<file path="src/core/ccpt_pkg.sv">
// shared constants and types for the capture/compare/pwm timer
package ccpt_pkg;
   localparam int STD_WIDTH = 16;
   localparam int WIDE_WIDTH = 32;
   localparam int NUM_CHAN = 4;
   localparam int DEAD_WIDTH = 8;
   localparam logic [1:0] MODE_CAPTURE = 2'h0;
   localparam logic [1:0] MODE_COMPARE = 2'h1;
   localparam logic [1:0] MODE_PWM = 2'h2;
   localparam logic [1:0] MODE_OFF = 2'h3;
   localparam logic CNT_RESET_VAL = 1'h0;
   typedef enum logic [2:0] {
      CCPT_DT_LOW = 3'h1,
      CCPT_DT_WAIT = 3'h2,
      CCPT_DT_HIGH = 3'h4
   } ccpt_dt_state_t;
endpackage

</file>
<file path="src/core/ccpt_dead_time.sv">
// dead-time insertion for one pwm channel, complementary outputs
`timescale 1ns/1ps
module ccpt_dead_time (
   // clock and reset
   input wire logic clk,
   input wire logic rst_b,
   // control
   input wire logic [ccpt_pkg::DEAD_WIDTH-1:0] deadCycles,
   input wire logic pwmIn,
   // outputs
   output logic highOut,
   output logic lowOut
);
   ccpt_pkg::ccpt_dt_state_t state_q;
   logic [ccpt_pkg::DEAD_WIDTH-1:0] wait_q;
   logic target_q;

   // both outputs off while waiting, then the new side turns on
   always_ff @(posedge clk) begin
      if (!rst_b) begin
         state_q <= ccpt_pkg::CCPT_DT_LOW;
         wait_q <= '0;
         target_q <= 1'b0;
         highOut <= 1'b0;
         lowOut <= 1'b0;
      end else begin
         case (state_q)
            ccpt_pkg::CCPT_DT_LOW, ccpt_pkg::CCPT_DT_HIGH: begin
               highOut <= (state_q == ccpt_pkg::CCPT_DT_HIGH);
               lowOut <= (state_q == ccpt_pkg::CCPT_DT_LOW);
               if (pwmIn != (state_q == ccpt_pkg::CCPT_DT_HIGH)) begin
                  state_q <= ccpt_pkg::CCPT_DT_WAIT;
                  wait_q <= deadCycles;
                  target_q <= pwmIn;
                  highOut <= 1'b0;
                  lowOut <= 1'b0;
               end
            end
            ccpt_pkg::CCPT_DT_WAIT: begin
               highOut <= 1'b0;
               lowOut <= 1'b0;
               if (wait_q == '0) begin
                  state_q <= target_q ? ccpt_pkg::CCPT_DT_HIGH : ccpt_pkg::CCPT_DT_LOW;
               end else begin
                  wait_q <= wait_q - 1'b1;
               end
            end
            default: begin
               state_q <= ccpt_pkg::CCPT_DT_LOW;
            end
         endcase
      end
   end

   a_dead_gap: assert property (@(posedge clk) disable iff (!rst_b)
      !(highOut && lowOut)) else $error("both dead-time outputs high");
endmodule

</file>
<file path="src/core/ccpt_timer.sv">
// capture/compare/pwm timer, 16 or 32 bits, four channels
// How it works
// - standard instance uses a 16-bit counter
// - wide instance is identical but with a 32-bit counter
// - up to four channels, each able to capture or compare
// - each channel independently set to capture, compare or pwm
// - capture mode copies counter into channel buffer on selected event
// - compare mode output follows counter compared with threshold
// - pwm waveform set by compare values written over time
// - dead-time insertion only on instance zero of each kind
// - counter counts clock cycles or selected external events
// - timed trigger pulses go out on the reflex event network
`timescale 1ns/1ps
module ccpt_timer #(
   parameter bit WIDE = 1'b0,
   parameter int INSTANCE = 0
) (
   // clock and reset
   input wire logic clk,
   input wire logic rst_b,
   // counter control
   input wire logic countEnable,
   input wire logic eventCountMode,
   input wire logic countEventPin,
   // channel control
   input wire logic [2*ccpt_pkg::NUM_CHAN-1:0] chanMode,
   input wire logic [ccpt_pkg::NUM_CHAN-1:0] captureEventPin,
   input wire logic [ccpt_pkg::NUM_CHAN*ccpt_pkg::WIDE_WIDTH-1:0] compareValue,
   input wire logic [ccpt_pkg::NUM_CHAN-1:0] compareWrite,
   input wire logic [ccpt_pkg::DEAD_WIDTH-1:0] deadCycles,
   input wire logic deadEnable,
   // status
   input wire logic [ccpt_pkg::NUM_CHAN-1:0] flagClear,
   output logic [ccpt_pkg::NUM_CHAN-1:0] chanFlag,
   output logic [ccpt_pkg::NUM_CHAN*ccpt_pkg::WIDE_WIDTH-1:0] captureValue,
   output logic [ccpt_pkg::WIDE_WIDTH-1:0] counterValue,
   // pins
   output logic [ccpt_pkg::NUM_CHAN-1:0] chanOut,
   output logic [ccpt_pkg::NUM_CHAN-1:0] chanOutCompl,
   // reflex event network
   output logic [ccpt_pkg::NUM_CHAN-1:0] reflexChanTrig,
   output logic reflexWrapTrig
);
   localparam int W = WIDE ? ccpt_pkg::WIDE_WIDTH : ccpt_pkg::STD_WIDTH;
   localparam int N = ccpt_pkg::NUM_CHAN;
   localparam bit HAS_DEAD = (INSTANCE == 0);

   logic [W-1:0] count_q;
   logic [W-1:0] count_d;
   logic cntSync1_q, cntSync2_q, cntSync3_q;
   logic [N-1:0] capSync1_q, capSync2_q, capSync3_q;
   logic tick;
   logic wrap;
   logic [N-1:0] capEvent;
   logic [N-1:0] cmpEvent;
   logic [N-1:0] rawOut;
   logic [N*W-1:0] thresh_q;
   logic [N*W-1:0] active_q;

   function automatic logic [1:0] chanModeOf(input logic [2*N-1:0] m, input int i);
      chanModeOf = m[2*i +: 2];
   endfunction

   // pin synchronisers, third stage for edge detection
   always_ff @(posedge clk) begin
      if (!rst_b) begin
         cntSync1_q <= 1'b0;
         cntSync2_q <= 1'b0;
         cntSync3_q <= 1'b0;
         capSync1_q <= '0;
         capSync2_q <= '0;
         capSync3_q <= '0;
      end else begin
         cntSync1_q <= countEventPin;
         cntSync2_q <= cntSync1_q;
         cntSync3_q <= cntSync2_q;
         capSync1_q <= captureEventPin;
         capSync2_q <= capSync1_q;
         capSync3_q <= capSync2_q;
      end
   end

   assign tick = countEnable && (eventCountMode ? (cntSync2_q && !cntSync3_q) : 1'b1);
   assign wrap = tick && (count_q == {W{1'b1}});
   assign count_d = tick ? count_q + 1'b1 : count_q;

   // counter
   always_ff @(posedge clk) begin
      if (!rst_b) begin
         count_q <= '0;
      end else begin
         count_q <= count_d;
      end
   end

   // compare shadow: in pwm mode a new value takes effect at wrap for glitch-free pwm, in other modes two cycles after the write
   always_ff @(posedge clk) begin
      if (!rst_b) begin
         thresh_q <= '0;
         active_q <= '0;
      end else begin
         for (int i = 0; i < N; i++) begin
            if (compareWrite[i]) begin
               thresh_q[i*W +: W] <= compareValue[i*ccpt_pkg::WIDE_WIDTH +: W];
            end
            if (wrap || chanModeOf(chanMode, i) != ccpt_pkg::MODE_PWM) begin
               active_q[i*W +: W] <= thresh_q[i*W +: W];
            end
         end
      end
   end

   always_comb begin
      for (int i = 0; i < N; i++) begin
         capEvent[i] = (chanModeOf(chanMode, i) == ccpt_pkg::MODE_CAPTURE)
            && capSync2_q[i] && !capSync3_q[i];
         cmpEvent[i] = (chanModeOf(chanMode, i) == ccpt_pkg::MODE_COMPARE
            || chanModeOf(chanMode, i) == ccpt_pkg::MODE_PWM)
            && tick && (count_q == active_q[i*W +: W]);
         rawOut[i] = (chanModeOf(chanMode, i) == ccpt_pkg::MODE_COMPARE
            || chanModeOf(chanMode, i) == ccpt_pkg::MODE_PWM)
            && (count_q < active_q[i*W +: W]);
      end
   end

   // capture buffers
   always_ff @(posedge clk) begin
      if (!rst_b) begin
         captureValue <= '0;
      end else begin
         for (int i = 0; i < N; i++) begin
            if (capEvent[i]) begin
               captureValue[i*ccpt_pkg::WIDE_WIDTH +: ccpt_pkg::WIDE_WIDTH] <=
                  ccpt_pkg::WIDE_WIDTH'(count_q);
            end
         end
      end
   end

   // sticky flags, set wins over clear
   always_ff @(posedge clk) begin
      if (!rst_b) begin
         chanFlag <= '0;
      end else begin
         chanFlag <= (chanFlag & ~flagClear) | capEvent | cmpEvent;
      end
   end

   // reflex triggers and counter view
   always_ff @(posedge clk) begin
      if (!rst_b) begin
         reflexChanTrig <= '0;
         reflexWrapTrig <= 1'b0;
         counterValue <= '0;
      end else begin
         reflexChanTrig <= capEvent | cmpEvent;
         reflexWrapTrig <= wrap;
         counterValue <= ccpt_pkg::WIDE_WIDTH'(count_d);
      end
   end

   // channel outputs, dead time only on instance zero
   genvar g;
   generate
      for (g = 0; g < N; g++) begin : gChan
         if (HAS_DEAD) begin : gDead
            logic dtHigh, dtLow;
            ccpt_dead_time uDead (
               .clk(clk),
               .rst_b(rst_b),
               .deadCycles(deadCycles),
               .pwmIn(rawOut[g]),
               .highOut(dtHigh),
               .lowOut(dtLow)
            );
            always_ff @(posedge clk) begin
               if (!rst_b) begin
                  chanOut[g] <= 1'b0;
                  chanOutCompl[g] <= 1'b0;
               end else if (deadEnable
                  && chanModeOf(chanMode, g) == ccpt_pkg::MODE_PWM) begin
                  chanOut[g] <= dtHigh;
                  chanOutCompl[g] <= dtLow;
               end else begin
                  chanOut[g] <= rawOut[g];
                  chanOutCompl[g] <= !rawOut[g];
               end
            end
         end else begin : gPlain
            always_ff @(posedge clk) begin
               if (!rst_b) begin
                  chanOut[g] <= 1'b0;
                  chanOutCompl[g] <= 1'b0;
               end else begin
                  chanOut[g] <= rawOut[g];
                  chanOutCompl[g] <= !rawOut[g];
               end
            end
         end
      end
   endgenerate

   // checks
   a_count_wraps: assert property (@(posedge clk) disable iff (!rst_b)
      wrap |=> (count_q == '0) && reflexWrapTrig) else $error("counter did not wrap");
   a_count_holds: assert property (@(posedge clk) disable iff (!rst_b)
      !countEnable |=> $stable(count_q)) else $error("counter moved while disabled");
   a_count_steps: assert property (@(posedge clk) disable iff (!rst_b)
      tick && !wrap |=> count_q == $past(count_q) + 1'b1) else $error("counter step");
   a_flag_sets: assert property (@(posedge clk) disable iff (!rst_b)
      (capEvent | cmpEvent) != '0 |=> (chanFlag & $past(capEvent | cmpEvent))
      == $past(capEvent | cmpEvent)) else $error("flag not set");
   a_flag_clears: assert property (@(posedge clk) disable iff (!rst_b)
      flagClear[0] && !capEvent[0] && !cmpEvent[0] |=> !chanFlag[0])
      else $error("flag not cleared");
   a_capture_value: assert property (@(posedge clk) disable iff (!rst_b)
      capEvent[1] |=> captureValue[ccpt_pkg::WIDE_WIDTH +: W] == $past(count_q))
      else $error("capture value");
   a_compare_out: assert property (@(posedge clk) disable iff (!rst_b)
      chanModeOf(chanMode, 0) == ccpt_pkg::MODE_COMPARE
      |=> chanOut[0] == ($past(count_q) < $past(active_q[W-1:0])))
      else $error("compare output");
   a_trig_pulse: assert property (@(posedge clk) disable iff (!rst_b)
      cmpEvent[0] |=> reflexChanTrig[0]) else $error("trigger missing");
   a_capture_mode: assert property (@(posedge clk) disable iff (!rst_b)
      chanModeOf(chanMode, 2) != ccpt_pkg::MODE_CAPTURE
      |=> $stable(captureValue[2*ccpt_pkg::WIDE_WIDTH +: ccpt_pkg::WIDE_WIDTH]))
      else $error("capture outside mode");
endmodule

</file>
<file path="config.mk">
export PLATFORM = sky130hd
export DESIGN_NAME = ccpt_timer
export DESIGN_NICKNAME = d
export VERILOG_FILES = /design/src/core/ccpt_pkg.sv /design/src/core/ccpt_dead_time.sv /design/src/core/ccpt_timer.sv
export SDC_FILE = /design/constraint.sdc
export NUM_CORES = 1
export LEC_CHECK = 0
export BUFFER_PORTS_ARGS = -buffer_cell sky130_fd_sc_hd__buf_2
export CAP_MARGIN = 20
export CORE_AREA = 2 2 149 188
export DETAILED_ROUTE_END_ITERATION = 7
export DIE_AREA = 0 0 151 190
export PLACE_DENSITY = 0.89
export SYNTH_ARGS = -nofsm -noshare
export SYNTH_HDL_FRONTEND = slang
export SYNTH_SLANG_ARGS = --single-unit
export TNS_END_PERCENT = 100
</file>
<file path="constraint.sdc">
create_clock -name clk -period 3.4 [get_ports clk]
set_clock_uncertainty 0.05 [all_clocks]
set_input_delay 0.68 -clock clk [delete_from_list [all_inputs] [get_ports clk]]
set_output_delay 0.68 -clock clk [all_outputs]
set_load 0.03 [all_outputs]
</file>
==> impl_metrics.ini <==
[status]
status = finished, final reports clean

[cts]
cts_tree = yes
clockRootBuffer = clkbuf_16
htree_levels = 1
path_clk_slew_ns = 0.06
cts_max_path_buffers = 3
hold_buffers = 0
cts.sinks = 296
clk_latency_ns = 0.55
cts-buffers-inserted = 28

[floorplan]
die_w_microns = 151
die_h_microns = 190
rows = 68
pin_count = 339
start_util_pct = 53.0
core-area_sq_um = 27100
die-area_sq_um = 28700

[worst_setup_path]
crit_type = register to register
crit_fanout = 14
start_kind = register
rrSetupSlack_ns = 0.07
end_kind = register
required_ns = 3.75
reg2reg_depth = 13
reg2reg_from = counterValue[7]$_SDFFE_PN0P_
critPathArrivalTime_ns = 3.68
r2r-end = gChan[2].gDead.uDead.wait_q[1]$_SDFFE_PN0P_

[final_layout]
antenna_cells = 0
final_layout_size_suffix_gt1_share_pct = 17.6
synthToLayoutAreaGrowth_pct = 14.2
fillCellCount = 2169
fin_area_sq_um = 16400
nets = 2105

[synthesis]
yosysWarningCount = 0
syn_avg_cell_area_sq_um = 8.49
synth_edf_count = 0
synth_area_sq_um = 14300
yosysTopAreaCell = dfxtp_1
synth_area_leaders = dfxtp_1, ha_1, nand2_1
ys_seq_area_share_pct = 41.3
synthCells = 1689
ys.flop_type = dfxtp_1
ys_types = 69
synth-seq-cells = 296
ys_async_sr_fraction_pct = 0
synth_top_area_share_pct = 41.3

[grt]
grt_util_all_layers_pct = 26.5
antenna_found_initial = 1
grt_pass1_vias = 12000
grt_pass1_wl_microns = 61100
grt-ovfl-total = 0
grt_max_degree = 85

[min_path]
hold_start = captureEventPin[3]
min_to = capSync1_q[3]$_SDFF_PN0_
hp-class = primary input to register
whs_path_depth = 2

[drt]
num_vias = 12800
ant_nets = 0
drt_wl_total_microns = 39400
first_iter_violations = 1175
dr.pass1.iters = 6
detail_route.drc_violations = 0
avgViaCountPerCell = 5.73
avgRoutedWirePerCell_microns = 17.7

[pwr]
vdd_drop_max_uv = 356
power.leakage_nw = 7.08
p_per_area_nw_per_um2 = 524

[place]
place_area_sq_um = 15300
finalWeightedCongestion = 0.906
dp_slack_ns = -0.197
portBuffers = 194
dpl.hpwl_microns = 27400

[timing]
max_slew_margin_pct = 51.9
timing.fmax_ghz = 0.300
setup_viol = 0
tightest_slew_ns = 0.722
period_needed_ns = 3.33
slew_viol_final = 0
setup_ws_ns = 0.0657
hold_viol_final = 0
fin_crit_sh_pct = 98.1

[flow_run]
drv_cap = 0
## sequential cells by signal, indices dropped and copies added (netlist names), 4 cells and up
signal	flops
active_q	64
gChan.gDead.uDead.wait_q	32
reflexChanTrig	4
capSync2_q	4
gChan.gDead.uDead.highOut	4
gChan.gDead.uDead.lowOut	4
chanOut	4
counterValue	16
gChan.gDead.uDead.target_q	4
chanOutCompl	4
captureValue	64
thresh_q	64
capSync3_q	4
chanFlag	4
gChan.gDead.uDead.state_q	12
capSync1_q	4
## worst max-delay path, stage by stage, from the launching register on
cell and delay, ns:
dfxtp_1 0.31, buf_4 0.27, ha_1 0.29, and2_1 0.17, and4_1 0.24, a2111oi_1 0.38, buf_4 0.20, ha_1 0.15
nor2b_1 0.22, and2_2 0.24, nor2_1 0.06, buf_4 0.16, a211oi_1 0.35, a211oi_1 0.10
## report_power, final
part	switching (mW)	internal, mW	total [mW]
logic	0.867	0.507	1.37
registers	0.172	3.66	3.83
clock network	1.38	2.00	3.38
total	2.42	6.16	8.58
## cells by family (layout without fill, tap and decap cells)
logic type      count (synthesis)  count (layout)  share of synthesized area (%)
compound gates                364             364                           16.3
xor+xnor                       19              19                           1.16
fa+ha+maj                      85              85                           7.42
buf+inv                       278             389                           10.2
flops                         296             296                           41.3
mux                            65              65                           4.54
other cells                     1              80                         0.0262
simple gates                  581             581                           19.0
## layout make-up
cell class              instances  area [sq um]  area share [%]
flip-flops and latches        296          5940            36.2
inverters                      96           365            2.23
clock inverters                14           190            1.16
repair buffers                242          1370            8.37
well taps                     350           438            2.67
multi-input cells            1194          7260            44.3
clock buffers                  37           816            4.98
## through the flow
step	power, mW	util, %	setup TNS (ns)	cells	hold slack (ns)
2_1_floorplan	4.91	-	0	1768	0.362
3_3_place_gp	5.16	56.7	-0.196	2178	0.371
3_5_place_dp	5.23	56.7	-1.60	2178	0.379
4_1_cts	8.57	60.4	0	2229	0.283
5_1_grt	8.90	60.5	-0.0367	2229	0.307
6_report	8.58	60.5	0	2229	0.296
## what timing repair did
action | CTS | global route
cloned | 0 | 0
pin swaps | 0 | 0
setup buffers | 0 | 0
endpoints found under the setup margin | 1 | 23
hold endpoints to repair | 0 | 0
gates resized for setup | 3 | 13
## per-layer routing
layer  share of wire, %  global-route usage, %  up-vias
met2                 48                   44.6      630
met5              0.036                      0        -
met3                7.9                   3.81      176
met4                6.3                   15.7        2
li1                   -                      -     6003
met1                 38                   32.0     5962
## cells in the final DEF, fill, tap and decap left out, types with 13 or more instances in the layout
cell and count:
dfxtp_1 287, nor2_1 150, o21ai_0 62, buf_2 193, nand2_1 211, clkbuf_16 29, nand3_1 86, a211oi_1 18
conb_1 80, nor3_1 19, ha_1 85, a21oi_1 132, mux2i_1 65, and2_1 24, inv_1 95, nand2b_1 17
o31ai_1 68, o22ai_1 13, buf_4 46, nand4_1 16
## synth_stat cells, types with 3 or more instances
library cell and n:
a211oi_1 18, nand2_1 211, nor3_1 19, xnor2_1 9, inv_1 95, dfxtp_1 296
a22oi_1 4, buf_6 9, o41ai_1 3, nor2b_1 8, nor2_1 150, nor2_2 3
buf_2 23, o22ai_1 13, and3_1 3, or2_2 4, buf_1 3, xor2_1 10
clkbuf_1 61, a21oi_2 3, o221ai_1 4, a31oi_1 8, nor3b_1 6, a21boi_0 5
o21a_1 6, o31ai_1 68, a2111oi_0 4, o21ai_0 62, a21oi_1 132, and2_1 25
nand2b_1 17, nor4_4 3, nand4_1 16, o31ai_4 4, nand3_1 86, mux2i_1 65
nor4_1 6, a21o_1 10, ha_1 85, a32oi_1 4, buf_4 86, and4_1 8
## how the worst max path moves through the flow
stage | from | endpoint | cells after the start
finish | counterValue[7]$_SDFFE_PN0P_ | gChan[2].gDead.uDead.wait_q[1]$_SDFFE_PN0P_ | 13
CTS | counterValue[5]$_SDFFE_PN0P_ | gChan[1].gDead.uDead.wait_q[5]$_SDFFE_PN0P_ | 12
global placement | chanMode[4] | gChan[2].gDead.uDead.wait_q[1]$_SDFFE_PN0P_ | 15
global route | counterValue[12]$_SDFFE_PN0P_ | gChan[1].gDead.uDead.wait_q[5]$_SDFFE_PN0P_ | 12
floorplan | counterValue[15]$_SDFFE_PN0P_ | gChan[2].gDead.uDead.wait_q[1]$_SDFFE_PN0P_ | 11
detailed placement | chanMode[0] | gChan[0].gDead.uDead.wait_q[1]$_SDFFE_PN0P_ | 13
(Power assumes the default switching activity.)
